File: config.mk
export PLATFORM = sky130hd
export DESIGN_NAME = ufc_flow
export DESIGN_NICKNAME = d
export VERILOG_FILES = /design/src/include/ufc_pkg.sv /design/src/hdl/ufc_flow.sv
export VERILOG_INCLUDE_DIRS = /design/src /design/src/include
export SDC_FILE = /design/constraint.sdc
export NUM_CORES = 1
export LEC_CHECK = 0
export BUFFER_PORTS_ARGS = -buffer_cell sky130_fd_sc_hd__buf_2
export CAP_MARGIN = 20
export CORE_UTILIZATION = 57
export DETAILED_ROUTE_END_ITERATION = 12
export PLACE_DENSITY = 0.89
export SYNTH_ARGS = -nofsm -noshare
export SYNTH_HDL_FRONTEND = slang
export SYNTH_SLANG_ARGS = --single-unit
File: constraint.sdc
create_clock -name core_clk -period 2.85 [get_ports core_clk]
set_input_delay 0.57 -clock core_clk [delete_from_list [all_inputs] [get_ports core_clk]]
set_output_delay 0.57 -clock core_clk [all_outputs]
set_load 0.03 [all_outputs]
File: src/include/ufc_regs.svh
// offsets, fields, reset values and timing counts of the flow-control block
`ifndef UFC_REGS_SVH
`define UFC_REGS_SVH
// avalon word offsets (byte address = 4 * index)
`define UFC_OFS_IER      4'h0
`define UFC_OFS_ISR      4'h1
`define UFC_OFS_EFR      4'h2
`define UFC_OFS_MCR      4'h3
`define UFC_OFS_LCR      4'h4
`define UFC_OFS_MSR      4'h5
`define UFC_OFS_RESUME1  4'h6
`define UFC_OFS_RESUME2  4'h7
`define UFC_OFS_PAUSE1   4'h8
`define UFC_OFS_PAUSE2   4'h9
`define UFC_OFS_SWMODE   4'hA
`define UFC_OFS_STATUS   4'hB
// field positions
`define UFC_IER_SLEEP    4
`define UFC_IER_PAUSE    5
`define UFC_EFR_SPECIAL  5
`define UFC_EFR_AUTO_RTS 6
`define UFC_EFR_AUTO_CTS 7
`define UFC_MCR_RTS      1
`define UFC_MCR_IR_INV   2
`define UFC_MCR_IR_EN    6
`define UFC_ISR_PAUSE    4
// reset values
`define UFC_CHAR_RST     8'h00
`define UFC_REG_RST      8'h00
// timing: ticks per bit, infrared pulse in ticks
`define UFC_BIT_TICKS    16
`define UFC_IR_TICKS     3
`define UFC_PAUSE_CHARS  2
`endif

File: src/include/ufc_pkg.sv
// types of the flow-control block
package ufc_pkg;
    typedef enum logic [3:0] {
        UFC_SL_RUN   = 4'b0001,
        UFC_SL_SLEEP = 4'b0010,
        UFC_SL_WAKE  = 4'b0100,
        UFC_SL_HOLD  = 4'b1000
    } ufc_sleep_t;

    typedef enum logic [3:0] {
        UFC_TX_IDLE  = 4'b0001,
        UFC_TX_WAIT  = 4'b0010,
        UFC_TX_SEND1 = 4'b0100,
        UFC_TX_SEND2 = 4'b1000
    } ufc_txfc_t;

    // software flow-control mode
    typedef struct packed {
        logic double_char;
        logic rx_en;
        logic tx_en;
    } ufc_swmode_t;

    // received character from core
    typedef struct packed {
        logic       valid;
        logic [7:0] data;
    } ufc_char_t;
endpackage

File: src/hdl/ufc_flow.sv
// flow control, special char, infrared and sleep logic of one serial channel
`timescale 1ns/1ps
`include "ufc_regs.svh"
module ufc_flow #(
    parameter int FIFO_AW = 5
) (
    input  wire logic               core_clk,
    input  wire logic               reset_n,
    input  wire logic [5:0]         avs_address,
    input  wire logic               avs_read,
    input  wire logic               avs_write,
    input  wire logic [31:0]        avs_writedata,
    input  wire logic [3:0]         avs_byteenable,
    output logic [31:0]             avs_readdata,
    output logic                    avs_waitrequest,
    input  wire logic               sample_tick,
    input  wire logic [FIFO_AW-1:0] rx_fill,
    input  wire logic [1:0]         rx_trigger_sel,
    input  wire ufc_pkg::ufc_char_t rx_char,
    input  wire logic               tx_char_done,
    input  wire logic               tx_shift_busy,
    input  wire logic               tx_serial,
    input  wire logic               thr_write,
    input  wire logic               other_irq_pending,
    input  wire logic               other_sleep_en,
    input  wire logic               core_irq_pending,
    input  wire logic               rx_pin,
    input  wire logic               cts_in_n,
    input  wire logic               dsr_in_n,
    input  wire logic               carrier_detect_in_n,
    input  wire logic               ring_indicator_in_n,
    output logic                    rts_out_n,
    output logic                    tx_pin,
    output logic                    rx_data,
    output logic                    tx_enable,
    output logic                    rx_store,
    output logic [7:0]              rx_store_data,
    output logic                    send_req,
    output logic [7:0]              send_data,
    output logic                    flow_irq,
    output logic                    osc_enable
);
    // sampled pins
    logic [1:0] rx_s_r, cts_s_r, dsr_s_r, cd_s_r, ri_s_r;
    logic [3:0] modem_prev_r;
    // registers
    logic [7:0] ier_r, efr_r, mcr_r, lcr_r;
    logic [7:0] resume1_r, resume2_r, pause1_r, pause2_r;
    ufc_pkg::ufc_swmode_t swmode_r;
    logic [3:0] msr_delta_r;
    logic pause_flag_r, special_flag_r, paused_r, half_r, pend_first_r;
    logic rts_r, txen_r, store_r, flow_irq_r, rxd_r, txp_r, osc_r;
    logic [7:0] store_data_r;
    logic [31:0] rdata_r;
    logic wait_r;
    // tx flow sequencer
    ufc_pkg::ufc_txfc_t txs_r, txs_nxt;
    logic send_resume_r, send_resume_nxt, xoff_sent_r, xoff_sent_nxt;
    logic [15:0] dly_r, dly_nxt;
    logic req_r, req_nxt;
    logic [7:0] sdata_r, sdata_nxt;
    // infrared
    logic [4:0] ir_cnt_r, ir_cnt_nxt;
    // sleep
    ufc_pkg::ufc_sleep_t sl_r, sl_nxt;

    function automatic logic [7:0] wl_mask(input logic [1:0] wl);
        wl_mask = 8'hFF >> (2'd3 - wl);
    endfunction

    function automatic logic chr_eq(input logic [7:0] a, input logic [7:0] b, input logic [1:0] wl);
        chr_eq = ((a ^ b) & wl_mask(wl)) == 8'h00;
    endfunction

    // trigger index 0..3 -> levels 1,4,8,14
    function automatic logic [4:0] lvl(input logic [1:0] sel, input logic [1:0] which);
        logic [4:0] trig, rts_off, low;
        trig = 5'd1;
        rts_off = 5'd4;
        low = 5'd0;
        unique case (sel)
            2'd0: begin trig = 5'd1;  rts_off = 5'd4;  low = 5'd0; end
            2'd1: begin trig = 5'd4;  rts_off = 5'd8;  low = 5'd1; end
            2'd2: begin trig = 5'd8;  rts_off = 5'd14; low = 5'd4; end
            2'd3: begin trig = 5'd14; rts_off = 5'd14; low = 5'd8; end
        endcase
        lvl = (which == 2'd0) ? trig : (which == 2'd1) ? rts_off : low;
    endfunction

    logic [4:0] fill5, trig_lvl, off_lvl, low_lvl;
    assign fill5    = 5'(rx_fill);
    assign trig_lvl = lvl(rx_trigger_sel, 2'd0);
    assign off_lvl  = lvl(rx_trigger_sel, 2'd1);
    assign low_lvl  = lvl(rx_trigger_sel, 2'd2);

    // avalon slave: one wait cycle then the answer
    logic acc, wr_go, rd_go;
    assign acc   = (avs_read | avs_write) & wait_r;
    assign wr_go = avs_write & ~wait_r;
    assign rd_go = avs_read & wait_r;
    logic [3:0] widx;
    assign widx = avs_address[5:2];

    // receive character matching
    logic [7:0] rc;
    logic [1:0] wl;
    assign rc = rx_char.data;
    assign wl = lcr_r[1:0];
    logic p_first, r_first, p_double, r_double, hit_pause, hit_resume;
    assign p_first   = chr_eq(rc, pause1_r, wl);
    assign r_first   = chr_eq(rc, resume1_r, wl);
    assign p_double  = half_r & ~pend_first_r & chr_eq(rc, pause2_r, wl);
    assign r_double  = half_r & pend_first_r & chr_eq(rc, resume2_r, wl);
    assign hit_pause = rx_char.valid & swmode_r.rx_en &
                       (swmode_r.double_char ? p_double : p_first);
    assign hit_resume = rx_char.valid & swmode_r.rx_en & paused_r &
                        (swmode_r.double_char ? r_double : r_first);
    logic first_half;
    assign first_half = rx_char.valid & swmode_r.rx_en & swmode_r.double_char & ~half_r &
                        (p_first | (paused_r & r_first));
    logic special_hit;
    assign special_hit = rx_char.valid & efr_r[`UFC_EFR_SPECIAL] & chr_eq(rc, pause2_r, wl);
    logic modem_change;
    assign modem_change = |({cts_s_r[1], dsr_s_r[1], cd_s_r[1], ri_s_r[1]} ^ modem_prev_r);

    always_ff @(posedge core_clk or negedge reset_n) begin
        if (!reset_n) begin
            rx_s_r <= 2'b11; cts_s_r <= 2'b11; dsr_s_r <= 2'b11; cd_s_r <= 2'b11; ri_s_r <= 2'b11;
            modem_prev_r <= 4'hF;
            ier_r <= `UFC_REG_RST; efr_r <= `UFC_REG_RST; mcr_r <= `UFC_REG_RST; lcr_r <= `UFC_REG_RST;
            resume1_r <= `UFC_CHAR_RST; resume2_r <= `UFC_CHAR_RST;
            pause1_r <= `UFC_CHAR_RST; pause2_r <= `UFC_CHAR_RST;
            swmode_r <= '0; msr_delta_r <= 4'h0;
            pause_flag_r <= 1'b0; special_flag_r <= 1'b0; paused_r <= 1'b0;
            half_r <= 1'b0; pend_first_r <= 1'b0;
            rts_r <= 1'b0; txen_r <= 1'b1; store_r <= 1'b0; store_data_r <= 8'h00;
            flow_irq_r <= 1'b0; rxd_r <= 1'b1; txp_r <= 1'b1; osc_r <= 1'b1;
            rdata_r <= 32'h0000_0000; wait_r <= 1'b1;
        end else begin
            rx_s_r <= {rx_s_r[0], rx_pin};
            cts_s_r <= {cts_s_r[0], cts_in_n};
            dsr_s_r <= {dsr_s_r[0], dsr_in_n};
            cd_s_r <= {cd_s_r[0], carrier_detect_in_n};
            ri_s_r <= {ri_s_r[0], ring_indicator_in_n};
            modem_prev_r <= {cts_s_r[1], dsr_s_r[1], cd_s_r[1], ri_s_r[1]};
            wait_r <= ~acc;
            if (wr_go && avs_byteenable[0]) begin
                unique case (widx)
                    `UFC_OFS_IER:     ier_r <= avs_writedata[7:0];
                    `UFC_OFS_EFR:     efr_r <= avs_writedata[7:0];
                    `UFC_OFS_MCR:     mcr_r <= avs_writedata[7:0];
                    `UFC_OFS_LCR:     lcr_r <= avs_writedata[7:0];
                    `UFC_OFS_RESUME1: resume1_r <= avs_writedata[7:0];
                    `UFC_OFS_RESUME2: resume2_r <= avs_writedata[7:0];
                    `UFC_OFS_PAUSE1:  pause1_r <= avs_writedata[7:0];
                    `UFC_OFS_PAUSE2:  pause2_r <= avs_writedata[7:0];
                    `UFC_OFS_SWMODE:  swmode_r <= avs_writedata[2:0];
                    default: ;
                endcase
            end
            if (rd_go) begin
                unique case (widx)
                    `UFC_OFS_IER:     rdata_r <= {24'h00_0000, ier_r};
                    `UFC_OFS_ISR:     rdata_r <= {27'h000_0000, pause_flag_r | special_flag_r, 4'h0};
                    `UFC_OFS_EFR:     rdata_r <= {24'h00_0000, efr_r};
                    `UFC_OFS_MCR:     rdata_r <= {24'h00_0000, mcr_r};
                    `UFC_OFS_LCR:     rdata_r <= {24'h00_0000, lcr_r};
                    `UFC_OFS_MSR:     rdata_r <= {24'h00_0000, ~cts_s_r[1], ~dsr_s_r[1], ~ri_s_r[1],
                                                  ~cd_s_r[1], msr_delta_r};
                    `UFC_OFS_RESUME1: rdata_r <= {24'h00_0000, resume1_r};
                    `UFC_OFS_RESUME2: rdata_r <= {24'h00_0000, resume2_r};
                    `UFC_OFS_PAUSE1:  rdata_r <= {24'h00_0000, pause1_r};
                    `UFC_OFS_PAUSE2:  rdata_r <= {24'h00_0000, pause2_r};
                    `UFC_OFS_SWMODE:  rdata_r <= {29'h0000_0000, swmode_r};
                    `UFC_OFS_STATUS:  rdata_r <= {27'h000_0000, sl_r == ufc_pkg::UFC_SL_SLEEP, paused_r,
                                                  special_flag_r, pause_flag_r, rts_r};
                    default:          rdata_r <= 32'h0000_0000;
                endcase
            end
            // modem deltas: change sets, status read clears, set wins
            msr_delta_r <= ((rd_go && widx == `UFC_OFS_MSR) ? 4'h0 : msr_delta_r) |
                           ({cts_s_r[1], dsr_s_r[1], cd_s_r[1], ri_s_r[1]} ^ modem_prev_r);
            // double-character tracking
            if (rx_char.valid) begin
                half_r <= first_half;
                pend_first_r <= paused_r & r_first & ~p_first;
            end
            if (hit_pause) begin
                paused_r <= 1'b1;
            end else if (hit_resume) begin
                paused_r <= 1'b0;
            end
            // pause flag: a set beats the clears
            if (hit_pause && ier_r[`UFC_IER_PAUSE]) begin
                pause_flag_r <= 1'b1;
            end else if (hit_resume || (rd_go && widx == `UFC_OFS_ISR)) begin
                pause_flag_r <= 1'b0;
            end
            if (special_hit) begin
                special_flag_r <= 1'b1;
            end else if (hit_resume || (rd_go && widx == `UFC_OFS_ISR)) begin
                special_flag_r <= 1'b0;
            end
            // flow chars are swallowed unless special detect keeps the pause2 match
            store_r <= rx_char.valid & ~((hit_pause | hit_resume | first_half) & ~special_hit);
            store_data_r <= rc;
            flow_irq_r <= pause_flag_r | special_flag_r;
            // auto rts with hysteresis; software rts bit starts it
            if (!mcr_r[`UFC_MCR_RTS]) begin
                rts_r <= 1'b0;
            end else if (!efr_r[`UFC_EFR_AUTO_RTS]) begin
                rts_r <= 1'b1;
            end else if (fill5 >= off_lvl) begin
                rts_r <= 1'b0;
            end else if (fill5 <= low_lvl) begin
                rts_r <= 1'b1;
            end
            // gate moves between characters so the shift register finishes
            if (!tx_shift_busy || tx_char_done) begin
                txen_r <= ~((efr_r[`UFC_EFR_AUTO_CTS] & cts_s_r[1]) | paused_r);
            end
            // infrared rx: optional invert, light pulse reads low
            if (mcr_r[`UFC_MCR_IR_EN]) begin
                rxd_r <= ~(rx_s_r[1] ^ mcr_r[`UFC_MCR_IR_INV]);
            end else begin
                rxd_r <= rx_s_r[1];
            end
            if (mcr_r[`UFC_MCR_IR_EN]) begin
                txp_r <= (ir_cnt_r != 5'd0) & (ir_cnt_r <= 5'(`UFC_IR_TICKS));
            end else begin
                txp_r <= tx_serial;
            end
            osc_r <= (sl_nxt != ufc_pkg::UFC_SL_SLEEP);
        end
    end

    // infrared encoder: count ticks through each zero bit
    always_comb begin
        ir_cnt_nxt = ir_cnt_r;
        if (sample_tick) begin
            if (ir_cnt_r != 5'd0) begin
                ir_cnt_nxt = (ir_cnt_r == 5'(`UFC_BIT_TICKS)) ? (tx_serial ? 5'd0 : 5'd1) : ir_cnt_r + 5'd1;
            end else if (!tx_serial) begin
                ir_cnt_nxt = 5'd1;
            end
        end
    end

    always_ff @(posedge core_clk or negedge reset_n) begin
        if (!reset_n) begin
            ir_cnt_r <= 5'd0;
        end else begin
            ir_cnt_r <= ir_cnt_nxt;
        end
    end

    // transmit pause/resume generator
    localparam logic [15:0] CHAR_TICKS = 16'(`UFC_BIT_TICKS * 10 * `UFC_PAUSE_CHARS);
    always_comb begin
        txs_nxt = txs_r;
        dly_nxt = dly_r;
        req_nxt = 1'b0;
        sdata_nxt = sdata_r;
        send_resume_nxt = send_resume_r;
        xoff_sent_nxt = xoff_sent_r;
        unique case (txs_r)
            ufc_pkg::UFC_TX_IDLE: begin
                if (swmode_r.tx_en && !xoff_sent_r && fill5 >= trig_lvl) begin
                    txs_nxt = ufc_pkg::UFC_TX_WAIT;
                    dly_nxt = CHAR_TICKS;
                end else if (xoff_sent_r && (fill5 <= low_lvl || !swmode_r.tx_en)) begin
                    txs_nxt = ufc_pkg::UFC_TX_SEND1;
                    send_resume_nxt = 1'b1;
                end
            end
            ufc_pkg::UFC_TX_WAIT: begin
                if (sample_tick) begin
                    dly_nxt = dly_r - 16'd1;
                end
                if (dly_r == 16'd0) begin
                    txs_nxt = ufc_pkg::UFC_TX_SEND1;
                    send_resume_nxt = 1'b0;
                end
            end
            ufc_pkg::UFC_TX_SEND1: begin
                req_nxt = 1'b1;
                sdata_nxt = send_resume_r ? resume1_r : pause1_r;
                if (req_r && tx_char_done) begin
                    req_nxt = swmode_r.double_char;
                    sdata_nxt = send_resume_r ? resume2_r : pause2_r;
                    txs_nxt = swmode_r.double_char ? ufc_pkg::UFC_TX_SEND2 : ufc_pkg::UFC_TX_IDLE;
                    xoff_sent_nxt = swmode_r.double_char ? xoff_sent_r : ~send_resume_r;
                end
            end
            ufc_pkg::UFC_TX_SEND2: begin
                req_nxt = 1'b1;
                if (tx_char_done) begin
                    req_nxt = 1'b0;
                    txs_nxt = ufc_pkg::UFC_TX_IDLE;
                    xoff_sent_nxt = ~send_resume_r;
                end
            end
        endcase
    end

    always_ff @(posedge core_clk or negedge reset_n) begin
        if (!reset_n) begin
            txs_r <= ufc_pkg::UFC_TX_IDLE;
            dly_r <= 16'h0000;
            req_r <= 1'b0;
            sdata_r <= 8'h00;
            send_resume_r <= 1'b0;
            xoff_sent_r <= 1'b0;
        end else begin
            txs_r <= txs_nxt;
            dly_r <= dly_nxt;
            req_r <= req_nxt;
            sdata_r <= sdata_nxt;
            send_resume_r <= send_resume_nxt;
            xoff_sent_r <= xoff_sent_nxt;
        end
    end

    // sleep: flags and deltas must clear first
    logic sleep_ok, wake_ev, rx_fall, rx_prev_r;
    assign rx_fall = rx_prev_r & ~rx_s_r[1];
    assign sleep_ok = ier_r[`UFC_IER_SLEEP] & other_sleep_en & ~core_irq_pending & ~other_irq_pending &
                      ~pause_flag_r & ~special_flag_r & (msr_delta_r == 4'h0) & rx_s_r[1];
    assign wake_ev = rx_fall | thr_write | modem_change;
    always_comb begin
        sl_nxt = sl_r;
        unique case (sl_r)
            ufc_pkg::UFC_SL_RUN:   if (sleep_ok) sl_nxt = ufc_pkg::UFC_SL_SLEEP;
            ufc_pkg::UFC_SL_SLEEP: begin
                if (wake_ev) sl_nxt = ufc_pkg::UFC_SL_WAKE;
                else if (!sleep_ok) sl_nxt = ufc_pkg::UFC_SL_RUN;
            end
            ufc_pkg::UFC_SL_WAKE:  sl_nxt = ufc_pkg::UFC_SL_HOLD;
            ufc_pkg::UFC_SL_HOLD:  if (sleep_ok && !wake_ev) sl_nxt = ufc_pkg::UFC_SL_SLEEP;
        endcase
    end

    always_ff @(posedge core_clk or negedge reset_n) begin
        if (!reset_n) begin
            sl_r <= ufc_pkg::UFC_SL_RUN;
            rx_prev_r <= 1'b1;
        end else begin
            sl_r <= sl_nxt;
            rx_prev_r <= rx_s_r[1];
        end
    end

    assign avs_readdata    = rdata_r;
    assign avs_waitrequest = wait_r;
    assign rts_out_n       = ~rts_r;
    assign tx_pin          = txp_r;
    assign rx_data         = rxd_r;
    assign tx_enable       = txen_r;
    assign rx_store        = store_r;
    assign rx_store_data   = store_data_r;
    assign send_req        = req_r;
    assign send_data       = sdata_r;
    assign flow_irq        = flow_irq_r;
    assign osc_enable      = osc_r;
endmodule

==> flow_summary.ini <==
[global_routing]
first_global_vias = 6142
grt_use_met3 = 0.0960
grt_use_met2 = 0.465
grt_max_degree = 65
grt_overflow_total = 0
gr-usage-met1 = 0.379
grt_antenna_before_repair = 0
grt.busiest_layer = met2
grt_pass1_wl_um = 32500
grt.total_usage = 0.299

[timing]
clock-skew-final_ps = 7.65
fin_crit_sh = 0.827
max_freq_mhz = 424
setup_violations = 0
final_max_slew_viol_count = 0
hold_violations = 0
period_minus_slack_ps = 2360
slew_headroom = 0.390
worst_pin_slew_ps = 912
rsz0062_at_grt = false
finalSetupTns_ps = 0

[detailed_routing]
routedWlPerCell_um = 20.5
vias = 6219
routed_via_density = 6.33
drt_wl_total_um = 20200
remaining_drc_errors = 0
ant_nets = 0
firstDrtPassIters = 8
drt_iter0_drc = 801

[synth]
ys_seq_area_frac = 0.492
synth-edff-count = 0
syn_inst = 710
avgSynthCellArea_sq_um = 11.2
synth_top_area_share = 0.419
async_reset_ff_frac = 1.00
synth_area_sq_um = 7940
synth_area_leader_cell = dfrtp_1
yosysWarnings = 0
synth_cell_types = 69
ys_ff_latch = 155
ys_top_cells_by_area = dfrtp_1 42%, dfstp_2 7.3%, mux2_1 7.2%, mux2_2 4.3%, xnor2_1 4.0%
ys.flop_type = dfrtp_1

[die]
fp.dieW_um = 120
die-area_sq_um = 14400
top_level_ports = 132
fp-row-count = 42
core_sq_um = 13400
start_util = 0.592
die_h_um = 120

[critical_path]
end_kind = flop
crit_type = flop to flop
start_kind = flop
cp.required_ps = 3130
worst-r2r-cell-count = 6
worstPathArrival_ps = 2640
crit_fanout = 8

[clock_tree]
ctsHoldBuffers = 0
root_buffer = clkbuf_16
path_clk_slew_ps = 60
clock_path_buffers = 2
h-tree-depth = 4
numCtsBuffers = 17
cts.sinks = 155
cts_setup_buffers = 0
clk-insertion-delay-late_ps = 430
cts_tree = built
cts_resized = 0

[placed_design]
port_buffers = 78
place_hpwl_um = 13900
finalWeightedCongestion = 0.956

[power_and_ir_drop]
p_leak_uw = 0.00416
p_total_uw = 6900
p_per_area_nw_per_um2 = 757
ir_drop_mv = 0.453

[layout]
area_growth_pct = 14.8
fillers = 934
multi_input_area_sq_um = 3750
regArea_sq_um = 3910
drive_gt1_frac = 0.246
antenna_cells = 0
nets = 881

[outcome]
status = finished, final reports clean

[min_path]
hp-class = input pin to async pin

[flow_run]
drv_cap = 0
==> area by class of cell <==
type / count / area share
Sequential cell: 155 / 0.429
Multi-Input combinational cell: 503 / 0.411
Timing Repair Buffer: 96 / 0.0597
Clock buffer: 20 / 0.0501
Tap cell: 176 / 0.0242
Clock inverter: 12 / 0.0177
Inverter: 20 / 0.00824
==> power breakdown <==
| group | switching (uW) | internal, uW | total, uW |
|---|---|---|---|
| Combinational | 888 | 683 | 1570 |
| Clock | 922 | 1430 | 2350 |
| Sequential | 407 | 2570 | 2980 |
| Total | 2220 | 4690 | 6900 |
==> per-stage QoR <==
| stage | std cells | instance area (sq um) | setup WS (ps) | util | hold slack [ps] |
|---|---|---|---|---|---|
| 2_1_floorplan | 733 | 8030 | 686 | - | 274 |
| 3_3_place_gp | 950 | 8500 | 336 | 0.634 | 346 |
| 3_5_place_dp | 950 | 8500 | 316 | 0.634 | 347 |
| 4_1_cts | 982 | 9110 | 514 | 0.680 | 138 |
| 5_1_grt | 982 | 9110 | 256 | 0.680 | 161 |
| 6_report | 982 | 9110 | 492 | 0.680 | 121 |
==> metal layers <==
| metal | up-vias | wire length [um] |
|---|---|---|
| li1 | 2693 | - |
| met1 | 3050 | 7750 |
| met2 | 387 | 9550 |
| met3 | 89 | 2010 |
| met4 | 0 | 838 |
| met5 | - | 0 |
==> cells by family (layout without fill, tap and decap cells) <==
| family | Yosys count | count (layout) | synth area share |
|---|---|---|---|
| XOR/XNOR | 52 | 52 | 0.0574 |
| flip-flops | 155 | 155 | 0.492 |
| AO/OA/AOI/OAI | 122 | 122 | 0.105 |
| other | 1 | 24 | 0.000472 |
| buffers and inverters | 75 | 148 | 0.0473 |
| multiplexers | 101 | 101 | 0.154 |
| adder cells (fa/ha/maj) | 13 | 13 | 0.0205 |
| AND/OR/NAND/NOR | 191 | 191 | 0.123 |
==> sequential cells by signal, indices dropped and copies added, names as in the netlist, 5 cells and up <==
register,count
dly_r,16
ier_r,8
rx_store_data,8
mcr_r,8
ir_cnt_r,5
efr_r,8
resume1_r,8
lcr_r,8
resume2_r,8
pause1_r,8
pause2_r,8
avs_readdata,8
send_data,8
==> synth_stat cells, drive strengths merged (6+ instances only) <==
| cell type | instances |
|---|---|
| nand3 | 14 |
| mux2 | 81 |
| o22ai | 9 |
| xnor2 | 36 |
| buf | 28 |
| ha | 13 |
| dfstp | 22 |
| inv | 20 |
| nand2 | 49 |
| nor2b | 6 |
| xor2 | 16 |
| a31oi | 6 |
| nand2b | 7 |
| a21oi | 17 |
| mux2i | 11 |
| nor3 | 17 |
| o21ai | 28 |
| clkbuf | 27 |
| mux4 | 9 |
| dfrtp | 133 |
| nor4 | 10 |
| a21o | 10 |
| nor2 | 50 |
==> layout by cell type, fill, tap and decap left out, types with 7 or more instances in the layout <==
| cell type | n |
|---|---|
| buf_4 | 17 |
| inv_1 | 17 |
| xnor2_1 | 36 |
| nor3_1 | 15 |
| nor2_1 | 50 |
| dfrtp_1 | 133 |
| ha_1 | 13 |
| nand2_1 | 49 |
| mux4_2 | 9 |
| nand3_1 | 14 |
| clkbuf_16 | 17 |
| a21oi_1 | 17 |
| nor4_1 | 10 |
| mux2i_1 | 11 |
| mux2_1 | 51 |
| nand2b_1 | 7 |
| xor2_1 | 16 |
| mux2_2 | 30 |
| a21o_1 | 9 |
| o21ai_1 | 12 |
| o21ai_0 | 16 |
| o22ai_1 | 9 |
| dfstp_2 | 22 |
| conb_1 | 24 |
| buf_2 | 77 |
==> worst paths after layout <==
path,from,end,slack [ps]
max,txs_r[2],dly_r[5],490
min,reset_n,msr_delta_r[3],120
max reg2reg,txs_r[2],dly_r[5],490
min reg2reg,cts_s_r[0],cts_s_r[1],350
max in group asynchronous,reset_n,modem_prev_r[0],1970
min in group core_clk,rx_pin,rx_s_r[0],230
==> critical path, stage by stage, from the launching register on <==
cell,delay [ps]
dfrtp_1,440
nor3_1,500
nand3_1,260
nor4_1,420
nor3b_1,360
xnor2_1,170
nor2_1,60
Note: power is estimated with default switching activity, not from simulation.
